### src/logic/ppcs_pkg.sv
package ppcs_pkg;

  // register indices; byte address is four times the index
  localparam logic [11:0] IDX_CTRL       = 12'h512;
  localparam logic [11:0] IDX_STAT       = 12'h514;
  localparam logic [11:0] IDX_RSVD_FIRST = 12'h516;
  localparam logic [11:0] IDX_RSVD_LAST  = 12'h51a;
  localparam int          ADDR_W         = 14;
  localparam int          DATA_W         = 32;
  localparam int          REG_W          = 16;

  // control word field positions
  localparam int CTL_LED_OFF   = 15;
  localparam int CTL_TX_DIS    = 14;
  localparam int CTL_AN_RESTART = 13;
  localparam int CTL_FEF_DIS   = 12;
  localparam int CTL_PWR_DOWN  = 11;
  localparam int CTL_AMDIX_DIS = 10;
  localparam int CTL_FORCE_MDIX = 9;
  localparam int CTL_LOOPBACK  = 8;
  localparam int CTL_AN_EN     = 7;
  localparam int CTL_SPEED     = 6;
  localparam int CTL_DUPLEX    = 5;
  localparam int CTL_ADV_MSB   = 4;

  // status word field positions
  localparam int STS_XVARIANT  = 15;
  localparam int STS_POL_REV   = 13;
  localparam int STS_RX_FC     = 12;
  localparam int STS_TX_FC     = 11;
  localparam int STS_SPEED     = 10;
  localparam int STS_DUPLEX    = 9;
  localparam int STS_FEF       = 8;
  localparam int STS_MDIX      = 7;
  localparam int STS_AN_DONE   = 6;
  localparam int STS_LINK      = 5;
  localparam int STS_LP_MSB    = 4;

  // basic control alias positions
  localparam int ALS_LED_OFF   = 0;
  localparam int ALS_TX_DIS    = 1;
  localparam int ALS_FEF_DIS   = 2;
  localparam int ALS_AMDIX_DIS = 3;
  localparam int ALS_FORCE_MDIX = 4;
  localparam int ALS_XVARIANT  = 5;
  localparam int ALS_DUPLEX    = 8;
  localparam int ALS_AN_RESTART = 9;
  localparam int ALS_PWR_DOWN  = 11;
  localparam int ALS_AN_EN     = 12;
  localparam int ALS_SPEED     = 13;
  localparam int ALS_LOOPBACK  = 14;

  // reset values
  localparam logic [15:0] CTRL_RST     = 16'h009f;
  localparam logic        XVARIANT_RST = 1'b0;
  localparam logic [15:0] RSVD_VALUE   = 16'h0000;

  localparam int N_IND  = 4;
  localparam int N_ABIL = 5;
  localparam int N_STS_IN = 14;

endpackage

### src/logic/ppcs_mode_resolve.sv
`timescale 1ns/1ps
// operating speed, duplex and wiring from control and negotiation
module ppcs_mode_resolve (
  input  wire logic an_en_i,
  input  wire logic an_done_i,
  input  wire logic an_speed_i,
  input  wire logic an_duplex_i,
  input  wire logic force_speed_i,
  input  wire logic force_duplex_i,
  input  wire logic amdix_dis_i,
  input  wire logic force_mdix_i,
  input  wire logic auto_mdix_i,
  output logic      speed_o,
  output logic      duplex_o,
  output logic      mdix_o
);

  logic an_ok;

  assign an_ok = an_en_i & an_done_i;

  // forced speed when negotiation is off, negotiated otherwise
  assign speed_o  = an_en_i ? an_speed_i : force_speed_i;
  // forced duplex also covers a failed negotiation
  assign duplex_o = an_ok ? an_duplex_i : force_duplex_i;
  // forced wiring only once automatic selection is off
  assign mdix_o   = amdix_dis_i ? force_mdix_i : auto_mdix_i;

endmodule

### src/logic/ppcs_regs.sv
// Register access over APB was decided locally.
`timescale 1ns/1ps
// Overview of operation
// control bit 15 drives all four indicator pins high
// control bit 14 disables the transmitter
// writing one to control bit 13 restarts auto-negotiation
// control bit 12 stops far-end fault detection and pattern sending
// bit 10 disables auto crossover; then bit 9 forces crossed wiring
// control bit 8 loops port two traffic at port one media layer
// bit 7, reset one, enables negotiation; else bits 6, 5 decide
// without negotiation bit 6 forces 100 (one) or 10 (zero)
// bit 5 picks duplex when negotiation is off or fails
// bits 4..0, reset one, advertise pause and four speed modes
// writable status bit 15 selects crossover algorithm variant
// status bit 13 shows reversed polarity; bit 14 reads zero
// status bits 12, 11 show receive and transmit flow control
// status bit 10 shows speed, bit 9 shows duplex
// status bit 8 is set while far-end fault is detected
// status bits 4..0 show link partner abilities
// reserved words after status read zero and ignore writes
// status bits 7, 6, 5 show crossed wiring, negotiation done, link
// bit 11 powers down; aliased phy views match the words
module ppcs_regs
  import ppcs_pkg::*;
(
  input  wire logic                       clk_i,
  input  wire logic                       resetn_i,
  // apb slave
  input  wire logic                       psel_i,
  input  wire logic                       penable_i,
  input  wire logic                       pwrite_i,
  input  wire logic [ppcs_pkg::ADDR_W-1:0] paddr_i,
  input  wire logic [ppcs_pkg::DATA_W-1:0] pwdata_i,
  input  wire logic [3:0]                 pstrb_i,
  output logic      [ppcs_pkg::DATA_W-1:0] prdata_o,
  output logic                            pready_o,
  output logic                            pslverr_o,
  // indicator pins
  input  wire logic [ppcs_pkg::N_IND-1:0] indicator_src_i,
  output logic                            indicator_out_3_o,
  output logic                            indicator_out_2_o,
  output logic                            indicator_out_1_o,
  output logic                            indicator_out_0_o,
  // transceiver status, asynchronous to clk_i
  input  wire logic                       polarity_rev_i,
  input  wire logic                       rx_flow_active_i,
  input  wire logic                       tx_flow_active_i,
  input  wire logic                       far_end_fault_i,
  input  wire logic                       auto_mdix_i,
  input  wire logic                       an_done_i,
  input  wire logic                       link_good_i,
  input  wire logic                       an_speed_i,
  input  wire logic                       an_duplex_i,
  input  wire logic [ppcs_pkg::N_ABIL-1:0] partner_abil_i,
  // transceiver controls
  output logic                            tx_disable_o,
  output logic                            an_restart_o,
  output logic                            fef_enable_o,
  output logic                            power_down_o,
  output logic                            mdix_select_o,
  output logic                            loopback_o,
  output logic                            an_enable_o,
  output logic                            op_speed_o,
  output logic                            op_duplex_o,
  output logic [ppcs_pkg::N_ABIL-1:0]     advert_o,
  output logic                            crossover_variant_select_o,
  // phy-level aliased views
  output logic [ppcs_pkg::REG_W-1:0]      phy_basic_control_alias_o,
  output logic [ppcs_pkg::REG_W-1:0]      phy_advert_alias_o,
  output logic [ppcs_pkg::REG_W-1:0]      phy_basic_status_alias_o
);

  // ------------------------------------------------------------------
  // address decode helpers
  // ------------------------------------------------------------------

  // byte address of a register index, word aligned
  function automatic logic [ADDR_W-1:0] idx_addr(input logic [11:0] idx);
    idx_addr = {idx, 2'b00};
  endfunction

  // low sixteen bits merged under the two low byte lanes
  function automatic logic [REG_W-1:0] lane_merge(
    input logic [REG_W-1:0] old_v,
    input logic [REG_W-1:0] new_v,
    input logic [1:0]       strb
  );
    lane_merge = {strb[1] ? new_v[15:8] : old_v[15:8],
                  strb[0] ? new_v[7:0]  : old_v[7:0]};
  endfunction

  // ------------------------------------------------------------------
  // state
  // ------------------------------------------------------------------

  logic [REG_W-1:0]  ctrl_r;
  logic [REG_W-1:0]  ctrl_nxt;
  logic              xvar_r;
  logic              xvar_nxt;
  logic              restart_r;
  logic              restart_nxt;
  logic [DATA_W-1:0] rdata_r;
  logic [DATA_W-1:0] rdata_nxt;
  logic              err_r;
  logic              err_nxt;

  // synchronised transceiver status
  logic [N_STS_IN-1:0] sts_async;
  logic [N_STS_IN-1:0] sts_sync;
  logic                pol_s;
  logic                rxfc_s;
  logic                txfc_s;
  logic                fef_s;
  logic                amdix_s;
  logic                and_s;
  logic                link_s;
  logic                ans_s;
  logic                anx_s;
  logic [N_ABIL-1:0]   lp_s;

  // resolved operating mode
  logic op_speed;
  logic op_duplex;
  logic mdix_sel;

  // decode
  logic              setup_ph;
  logic              access_ph;
  logic              hit_ctrl;
  logic              hit_stat;
  logic              hit_rsvd;
  logic              hit_any;
  logic              wr_ctrl;
  logic              wr_stat;
  logic [REG_W-1:0]  wdata16;
  logic [REG_W-1:0]  status_word;
  logic [REG_W-1:0]  rd_word;
  logic [ADDR_W-1:0] rsvd_lo;
  logic [ADDR_W-1:0] rsvd_hi;
  logic              fef_seen;

  // ------------------------------------------------------------------
  // status inputs cross into clk_i through the three-stage filter
  // ------------------------------------------------------------------

  assign sts_async = {polarity_rev_i, rx_flow_active_i, tx_flow_active_i,
                      far_end_fault_i, auto_mdix_i, an_done_i, link_good_i,
                      an_speed_i, an_duplex_i, partner_abil_i};

  ppcs_sync3 #(
    .W (N_STS_IN)
  ) u_sts_sync (
    .clk_i    (clk_i),
    .resetn_i (resetn_i),
    .async_i  (sts_async),
    .level_o  (sts_sync)
  );

  assign {pol_s, rxfc_s, txfc_s, fef_s, amdix_s, and_s, link_s,
          ans_s, anx_s, lp_s} = sts_sync;

  // ------------------------------------------------------------------
  // speed, duplex and wiring selection
  // ------------------------------------------------------------------

  ppcs_mode_resolve u_mode (
    .an_en_i        (ctrl_r[CTL_AN_EN]),
    .an_done_i      (and_s),
    .an_speed_i     (ans_s),
    .an_duplex_i    (anx_s),
    .force_speed_i  (ctrl_r[CTL_SPEED]),
    .force_duplex_i (ctrl_r[CTL_DUPLEX]),
    .amdix_dis_i    (ctrl_r[CTL_AMDIX_DIS]),
    .force_mdix_i   (ctrl_r[CTL_FORCE_MDIX]),
    .auto_mdix_i    (amdix_s),
    .speed_o        (op_speed),
    .duplex_o       (op_duplex),
    .mdix_o         (mdix_sel)
  );

  // ------------------------------------------------------------------
  // apb decode; zero wait states, so pready is tied high
  // ------------------------------------------------------------------

  assign setup_ph  = psel_i & ~penable_i;
  assign access_ph = psel_i & penable_i;
  assign rsvd_lo   = idx_addr(IDX_RSVD_FIRST);
  assign rsvd_hi   = idx_addr(IDX_RSVD_LAST);
  assign hit_ctrl  = paddr_i == idx_addr(IDX_CTRL);
  assign hit_stat  = paddr_i == idx_addr(IDX_STAT);
  // reserved range: every aligned word between the two ends
  assign hit_rsvd  = (paddr_i >= rsvd_lo) & (paddr_i <= rsvd_hi) &
                     (paddr_i[1:0] == 2'b00);
  assign hit_any   = hit_ctrl | hit_stat | hit_rsvd;
  assign wdata16   = pwdata_i[REG_W-1:0];
  assign wr_ctrl   = access_ph & pwrite_i & hit_ctrl;
  assign wr_stat   = access_ph & pwrite_i & hit_stat;

  // ------------------------------------------------------------------
  // status word; fault reads zero while detection is disabled
  // ------------------------------------------------------------------

  assign fef_seen = fef_s & ~ctrl_r[CTL_FEF_DIS];

  always_comb begin
    status_word                         = '0;
    status_word[STS_XVARIANT]           = xvar_r;
    status_word[STS_POL_REV]            = pol_s;
    status_word[STS_RX_FC]              = rxfc_s;
    status_word[STS_TX_FC]              = txfc_s;
    status_word[STS_SPEED]              = op_speed;
    status_word[STS_DUPLEX]             = op_duplex;
    status_word[STS_FEF]                = fef_seen;
    status_word[STS_MDIX]               = mdix_sel;
    status_word[STS_AN_DONE]            = and_s;
    status_word[STS_LINK]               = link_s;
    status_word[STS_LP_MSB:0]           = lp_s;
  end

  // read mux; reserved words and misses answer zero
  assign rd_word = hit_ctrl ? ctrl_r :
                   hit_stat ? status_word :
                   RSVD_VALUE;

  // ------------------------------------------------------------------
  // next-state logic
  // ------------------------------------------------------------------

  // control word follows byte lanes; writes elsewhere are dropped
  assign ctrl_nxt = wr_ctrl ? lane_merge(ctrl_r, wdata16, pstrb_i[1:0])
                            : ctrl_r;

  // only the variant bit of the status word is writable
  assign xvar_nxt = (wr_stat & pstrb_i[1]) ? wdata16[STS_XVARIANT]
                                           : xvar_r;

  // one-cycle restart pulse for each write of one to the bit
  assign restart_nxt = wr_ctrl & pstrb_i[1] &
                       wdata16[CTL_AN_RESTART];

  // read data is captured at setup so it stands through access
  assign rdata_nxt = setup_ph ? {{(DATA_W-REG_W){1'b0}}, rd_word}
                              : rdata_r;

  // unmapped address answers with an error at access
  assign err_nxt = setup_ph ? ~hit_any : err_r;

  // ------------------------------------------------------------------
  // registers
  // ------------------------------------------------------------------

  // control word and writable status bit
  always_ff @(posedge clk_i or negedge resetn_i) begin
    if (!resetn_i) begin
      ctrl_r <= CTRL_RST;
      xvar_r <= XVARIANT_RST;
    end else begin
      ctrl_r <= ctrl_nxt;
      xvar_r <= xvar_nxt;
    end
  end

  // bus answer and restart strobe
  always_ff @(posedge clk_i or negedge resetn_i) begin
    if (!resetn_i) begin
      rdata_r   <= '0;
      err_r     <= 1'b0;
      restart_r <= 1'b0;
    end else begin
      rdata_r   <= rdata_nxt;
      err_r     <= err_nxt;
      restart_r <= restart_nxt;
    end
  end

  assign prdata_o  = rdata_r;
  assign pready_o  = 1'b1;
  assign pslverr_o = access_ph & err_r;

  // ------------------------------------------------------------------
  // transceiver controls
  // ------------------------------------------------------------------

  // indicators forced high (dark) rather than tri-stated
  assign indicator_out_3_o = indicator_src_i[3] | ctrl_r[CTL_LED_OFF];
  assign indicator_out_2_o = indicator_src_i[2] | ctrl_r[CTL_LED_OFF];
  assign indicator_out_1_o = indicator_src_i[1] | ctrl_r[CTL_LED_OFF];
  assign indicator_out_0_o = indicator_src_i[0] | ctrl_r[CTL_LED_OFF];

  assign tx_disable_o  = ctrl_r[CTL_TX_DIS];
  // restart also stored in the word so software can read it back
  assign an_restart_o  = restart_r;
  assign fef_enable_o  = ~ctrl_r[CTL_FEF_DIS];
  assign power_down_o  = ctrl_r[CTL_PWR_DOWN];
  assign mdix_select_o = mdix_sel;
  assign loopback_o    = ctrl_r[CTL_LOOPBACK];
  assign an_enable_o   = ctrl_r[CTL_AN_EN];
  assign op_speed_o    = op_speed;
  assign op_duplex_o   = op_duplex;
  assign advert_o      = ctrl_r[CTL_ADV_MSB:0];
  assign crossover_variant_select_o = xvar_r;

  // ------------------------------------------------------------------
  // aliased phy views share the same flops, so they never disagree
  // ------------------------------------------------------------------

  always_comb begin
    phy_basic_control_alias_o                 = '0;
    phy_basic_control_alias_o[ALS_LED_OFF]    = ctrl_r[CTL_LED_OFF];
    phy_basic_control_alias_o[ALS_TX_DIS]     = ctrl_r[CTL_TX_DIS];
    phy_basic_control_alias_o[ALS_FEF_DIS]    = ctrl_r[CTL_FEF_DIS];
    phy_basic_control_alias_o[ALS_AMDIX_DIS]  = ctrl_r[CTL_AMDIX_DIS];
    phy_basic_control_alias_o[ALS_FORCE_MDIX] = ctrl_r[CTL_FORCE_MDIX];
    phy_basic_control_alias_o[ALS_XVARIANT]   = xvar_r;
    phy_basic_control_alias_o[ALS_DUPLEX]     = ctrl_r[CTL_DUPLEX];
    phy_basic_control_alias_o[ALS_AN_RESTART] = ctrl_r[CTL_AN_RESTART];
    phy_basic_control_alias_o[ALS_PWR_DOWN]   = ctrl_r[CTL_PWR_DOWN];
    phy_basic_control_alias_o[ALS_AN_EN]      = ctrl_r[CTL_AN_EN];
    phy_basic_control_alias_o[ALS_SPEED]      = ctrl_r[CTL_SPEED];
    phy_basic_control_alias_o[ALS_LOOPBACK]   = ctrl_r[CTL_LOOPBACK];
  end

  // advertisement alias carries the same five ability bits
  assign phy_advert_alias_o = {{(REG_W-N_ABIL){1'b0}},
                               ctrl_r[CTL_ADV_MSB:0]};

  // basic status alias: the whole status word, variant bit 15 included
  assign phy_basic_status_alias_o = status_word;

endmodule

### src/logic/ppcs_sync3.sv
`timescale 1ns/1ps
// three-stage synchroniser with agreement filter
module ppcs_sync3 #(
  parameter int W = 1
) (
  input  wire logic         clk_i,
  input  wire logic         resetn_i,
  input  wire logic [W-1:0] async_i,
  output logic      [W-1:0] level_o
);

  logic [W-1:0] s1_r;
  logic [W-1:0] s2_r;
  logic [W-1:0] s3_r;
  logic [W-1:0] level_nxt;

  // refused at elaboration: the filter needs at least one bit
  if (W < 1) begin : g_bad_width
    $error("ppcs_sync3: width must be at least one");
  end

  // a bit changes only once stages two and three agree
  assign level_nxt = (s2_r & s3_r) | (level_o & (s2_r | s3_r));

  // first stage is read by the second stage alone
  always_ff @(posedge clk_i or negedge resetn_i) begin
    if (!resetn_i) begin
      s1_r    <= '0;
      s2_r    <= '0;
      s3_r    <= '0;
      level_o <= '0;
    end else begin
      s1_r    <= async_i;
      s2_r    <= s1_r;
      s3_r    <= s2_r;
      level_o <= level_nxt;
    end
  end

endmodule

### config.mk
export PLATFORM = sky130hd
export DESIGN_NAME = ppcs_regs
export DESIGN_NICKNAME = d
export VERILOG_FILES = /design/src/logic/ppcs_pkg.sv /design/src/logic/ppcs_mode_resolve.sv /design/src/logic/ppcs_regs.sv /design/src/logic/ppcs_sync3.sv
export SDC_FILE = /design/constraint.sdc
export NUM_CORES = 1
export LEC_CHECK = 0
export ABC_AREA = 1
export CORE_ASPECT_RATIO = 1.2
export CORE_UTILIZATION = 34
export DETAILED_ROUTE_END_ITERATION = 10
export DONT_BUFFER_PORTS = 1
export GPL_ROUTABILITY_DRIVEN = 0
export HOLD_SLACK_MARGIN = 0.05
export PLACE_DENSITY = 0.51
export SYNTH_ARGS = -nofsm -noshare
export SYNTH_HDL_FRONTEND = slang
export SYNTH_SLANG_ARGS = --single-unit
### constraint.sdc
create_clock -name clk_i -period 1.02 [get_ports clk_i]
set_input_delay 0 -clock clk_i [delete_from_list [all_inputs] [get_ports clk_i]]
set_output_delay 0 -clock clk_i [all_outputs]
set_load 0.005 [all_outputs]
=== Word level (Yosys, flattened, before mapping) ===
Index checks and enable logic that the tools add are counted.
Widths: inputs -> output; s select.

* Bits in registers: 91
* Input bits: 73
* Output and inout bits: 101
* Word-level logic and storage cells: 48

* Magnitude comparators: 2
* Equality and inequality tests: 2
* Multiplexer cells: 5
* Bitwise gates (word level): 26
* Reductions and logical operators: 3

{| class="wikitable"
|+ Operator list
! operator !! count
|-
| $mux 16 || 2
|-
| $and 14x14->14 || 2
|-
| $eq 14x13->1 const B || 2
|-
| $or 14x14->14 || 2
|-
| $ge 14x13->1 const B || 1
|-
| $le 14x13->1 const B || 1
|-
| $and 1x1->1 || 13
|-
| $or 1x1->1 || 6
|-
| $reduce_and 2->1 || 2
|-
| $mux 1 || 3
|-
| $not 1->1 || 3
|-
| $logic_not 2->1 || 1
|}

=== Longest topological paths before layout ===
* Word-level depth: 5
* Gate-level depth with buffers: 9
* Depth with buffers taken out: 9

=== Cells and area by module ===
Synthesis repeated with hierarchy kept, for this count alone.

* Cells, all modules: 426
* Area total of the unflattened synthesis: 3910.0 um^2

{| class="wikitable"
|+ Modules (own cells, without submodules)
! module !! times used !! cells an instance !! area each (um^2) !! sequential area each (um^2)
|-
| ppcs_regs || 1 || 304 || 2239.6 || 883.3
|-
| ppcs_sync3 || 1 || 112 || 1629.1 || 1401.3
|-
| ppcs_mode_resolve || 1 || 10 || 41.3 || 0.0
|}

=== Worst setup path before layout ===
Ideal clock, no wire load.

* Path kind: register -> register
* From: register ctrl_r[7]
* To: register rdata_r[10] (netlist: prdata_o[10])
* Setup time: 0.117 ns
* Arrival: 0.969 ns
* Data required time: 0.903 ns
* Path slack: -0.066 ns
* Cell stages (with the launch flop): 6
* Path buffers: 0
* Clock period less this slack: 1.086 ns
* Cell sequence: dfstp_2 -> o21ai_0 -> nand3_1 -> nand2_1 -> nand2_1 -> nand2_1

* Longest elaborated chain between the ends: 3

{| class="wikitable"
|+ RTL lines
! element !! line !! source
|-
| from (decl) || ppcs_regs.sv:96 || <nowiki>logic [REG_W-1:0] ctrl_r;</nowiki>
|-
| from (signal assigned) || ppcs_regs.sv:258 || <nowiki>ctrl_r <= ctrl_nxt;</nowiki>
|-
| $mux 1 || ppcs_mode_resolve.sv:23 || <nowiki>assign speed_o = an_en_i ? an_speed_i : force_speed_i;</nowiki>
|-
| named net op_speed_o || ppcs_regs.sv:63 || <nowiki>output logic op_speed_o,</nowiki>
|-
| $mux 16 || ppcs_regs.sv:222 || <nowiki>hit_stat ? status_word :</nowiki>
|-
| $mux 16 || ppcs_regs.sv:221 || <nowiki>assign rd_word = hit_ctrl ? ctrl_r :</nowiki>
|-
| to (signal assigned) || ppcs_regs.sv:270 || <nowiki>rdata_r <= rdata_nxt;</nowiki>
|-
| to (decl) || ppcs_regs.sv:102 || <nowiki>logic [DATA_W-1:0] rdata_r;</nowiki>
|}

The timed path passes the listed nets, and every way through them passes these cells.
A chain may end at the register's enable or synchronous reset.

=== Worst setup path in the final report ===
* From: register ctrl_r[7]
* To: output port op_duplex_o

* Longest elaborated chain between the ends: 2

{| class="wikitable"
|+ RTL lines
! element !! line !! source
|-
| $and 1x1->1 || ppcs_mode_resolve.sv:20 || <nowiki>assign an_ok = an_en_i & an_done_i;</nowiki>
|-
| $mux 1 || ppcs_mode_resolve.sv:25 || <nowiki>assign duplex_o = an_ok ? an_duplex_i : force_duplex_i;</nowiki>
|-
| to (decl) || ppcs_regs.sv:64 || <nowiki>output logic op_duplex_o,</nowiki>
|}

No other way between the ends.

==> flow_metrics.py <==
metrics = {
    "timing": {
        "finalHoldViolCount": 91,
        "finalMaxSlewViolations": 0,
        "rsz0062_at_grt": "true",
        "finalHoldWorstSlack_ns": -0.642,
        "min_period_ns": 1.23,
        "clock-skew-final_ns": 0.00499,
        "fmax_mhz": 816,
        "period_share_pct": 120,
        "fin_ws_ns": -0.205,
        "setup_violations": 14,
    },
    "critical_path": {
        "critPathMaxStageDelay_ns": 0.57,
        "cp_max_fo": 6,
        "r2r_start": "ctrl_r[7]$_DFFE_PN1P_",
        "reg2reg_depth": 7,
        "cp_data_arrival_time_ns": 1.23,
        "rr_endpoint": "prdata_o[10]$_DFFE_PN0P_",
        "critPathKind": "flop to output pin",
        "critical_path.cell_chain": "nand2_1 > nand2_1 > nand2_2 > buf_6",
        "regToRegSetupSlack_ns": -0.17,
        "cpMaxStageDelayCell": "dfstp_2",
        "end_kind": "output pin",
        "crit_required_ns": 1.02,
        "critPathLaunchType": "flop",
        "cpMostUsedCell": "nand2_1",
    },
    "die": {
        "die_h_um": 121,
        "die_area_sq_mm": 0.0123,
        "pin_count": 174,
        "fp.dieW_um": 101,
        "design.core.area_sq_mm": 0.0115,
        "start_util_pct": 34.9,
        "rows": 43,
    },
    "drt": {
        "antenna_left": 0,
        "avgRoutedWirePerCell_um": 14.5,
        "vias_per_cell": 4.40,
        "drc": 0,
        "first_pass_iters": 4,
        "initialDrtViolationCount": 93,
        "num_vias": 2632,
        "totalWireLength_um": 8650,
    },
    "final_layout": {
        "final_nets": 509,
        "fin_util_pct": 42.1,
        "fillers": 1092,
        "area_growth_pct": 20.7,
        "layout-drive-gt1-share_pct": 20.9,
        "n_antenna_cell": 0,
    },
    "clock_tree": {
        "cts_tree": "yes",
        "ctsHtreeMaxLevel": 3,
        "clock_sinks": 91,
        "cts_hold_buf": 37,
        "insertion_delay_ns": 0.33,
        "numCtsBuffers": 9,
        "clk_pin_slew_ns": 0.06,
        "cts_root_buf": "clkbuf_16",
        "clock_tree.buffer_depth": 2,
    },
    "place": {
        "portBuffers": 0,
        "dpl_worst_slack_ns": -0.0762,
        "hpwlAfterDp_um": 5810,
    },
    "power_and_ir_drop": {
        "ir_worst_vdd_mv": 0.819,
        "leakage_nw": 2.38,
        "powerDensity_mw_per_mm2": 1600,
        "power_mw": 7.74,
    },
    "synth": {
        "yosys.area.top_type_share_pct": 53.0,
        "yosysTopAreaCell": "dfrtp_1",
        "synth_commonest_cells": "nand2_1 (102), dfrtp_1 (85), buf_4 (64)",
        "ys_top_cells_by_area": "dfrtp_1 (53%), buf_4 (12%), nand2_1 (9.5%)",
        "synthCells": 397,
        "synth_seq_cells": 91,
        "synth_seq_area_share_pct": 56.9,
        "synth_flop_cell": "dfrtp_1",
        "async_reset_ff_share_pct": 100,
        "yosys_warnings": 0,
        "netlist_area_sq_mm": 0.00402,
        "ys_types": 28,
        "synth-edff-count": 0,
        "syn_area_per_cell_sq_um": 10.1,
        "synth.most_common_cell": "nand2_1",
    },
    "job": {
        "maxCapViolCount": 0,
    },
    "global_route": {
        "antenna_found_initial": 0,
        "globalRoute.totalOverflow": 0,
        "grt_usage_pct": 14.3,
        "grt_pass1_vias": 2524,
        "grt_pass1_wl_um": 13000,
        "grt_max_degree": 92,
    },
    "run_status": {
        "status": "finished, violations left",
        "violations": "negative hold slack, negative setup slack",
    },
    "worst_hold_path": {
        "hold_class": "primary input to asynchronous set/reset pin",
    },
}
area by class of cell:
class	count	area, sq um	area share [%]
Inverter	23	86.3	1.78
Clock buffer	12	246	5.09
Sequential cell	91	2290	47.2
Multi-Input combinational cell	244	1310	27.0
Timing Repair Buffer	67	649	13.4
Clock inverter	4	73.8	1.52
Tap cell	157	196	4.05
sequential cells by signal, summed over array words and instances (netlist names):
name                        cells
err_r                           1
u_sts_sync.level_o             14
ctrl_r                         16
u_sts_sync.s3_r                14
u_sts_sync.s1_r                14
u_sts_sync.s2_r                14
an_restart_o                    1
crossover_variant_select_o      1
prdata_o                       16
layout by cell type, fill, tap and decap left out, drive strengths merged, types with 6 or more instances in the layout:
master | synthesis | routed
a21oi | 8 | 8
buf | 70 | 30
clkbuf | 1 | 12
conb | 2 | 33
dfrtp | 85 | 85
dfstp | 6 | 6
dlygate4sd3 | 0 | 33
inv | 23 | 23
maj3 | 14 | 14
nand2 | 103 | 103
nand3 | 35 | 36
nand4 | 11 | 11
nor2 | 26 | 26
o21ai | 6 | 6
metal layers:
metal	routed length, um	part of all wire [%]	up-vias	global-route usage [%]
met1	3430	40	1257	16.6
li1	-	-	1242	-
met5	0	0	-	0
met3	712	8.2	9	4.55
met4	125	1.4	0	6.70
met2	4390	51	124	23.7
critical path, delay by kind of cell, from the launching register on:
family,cells,cell delay (ns)
DFF,1,0.57
and+or+nand+nor,3,0.20
buffers and inverters,1,0.13
through the flow:
step | TNS [ns] | cell area (sq um) | hold slack, ns | std cells
CTS | -3.91 | 4760 | -0.660 | 596
global placement | -0.209 | 4010 | -0.294 | 538
global route | -2.23 | 4850 | -0.659 | 598
floorplan | -0.0734 | 4140 | -0.296 | 428
finish | -1.44 | 4850 | -0.642 | 598
detailed placement | -0.544 | 4010 | -0.294 | 538
what timing repair did:
action | 4_1_cts | 5_1_grt
hold endpoints to repair | 131 | 91
buffers inserted | 5 | 1
pin swaps | 10 | 9
gates resized for setup | 9 | 19
setup endpoints to repair | 15 | 35
gates cloned | 0 | 1
worst max-delay path by stage:
stage	from	cells after the start	slack (ns)	end
3_5_place_dp	paddr_i[6]	7	-0.08	ctrl_r[9]$_DFFE_PN0P_
6_report	ctrl_r[7]$_DFFE_PN1P_	4	-0.21	op_duplex_o
5_1_grt	ctrl_r[7]$_DFFE_PN1P_	4	-0.26	op_duplex_o
4_1_cts	ctrl_r[7]$_DFFE_PN1P_	3	-0.23	op_speed_o
2_1_floorplan	ctrl_r[7]$_DFFE_PN1P_	6	-0.04	prdata_o[10]$_DFFE_PN0P_
3_3_place_gp	ctrl_r[7]$_DFFE_PN1P_	6	-0.04	prdata_o[10]$_DFFE_PN0P_
cell families after synthesis:
| logic type | share of synthesized area [%] |
|---|---|
| and+or+nand+nor | 21.5 |
| buffers and inverters | 15.4 |
| DFF | 56.9 |
| AOI/OAI and AO/OA | 2.49 |
| adders and majority gates | 3.49 |
| other | 0.187 |
power by group:
group	total, mW	switching [mW]	internal (mW)
sequential	3.85	0.0927	3.76
clock	3.56	1.34	2.22
combinational	0.336	0.159	0.177
total	7.74	1.59	6.15
Note: power is estimated with default switching activity, not from simulation.
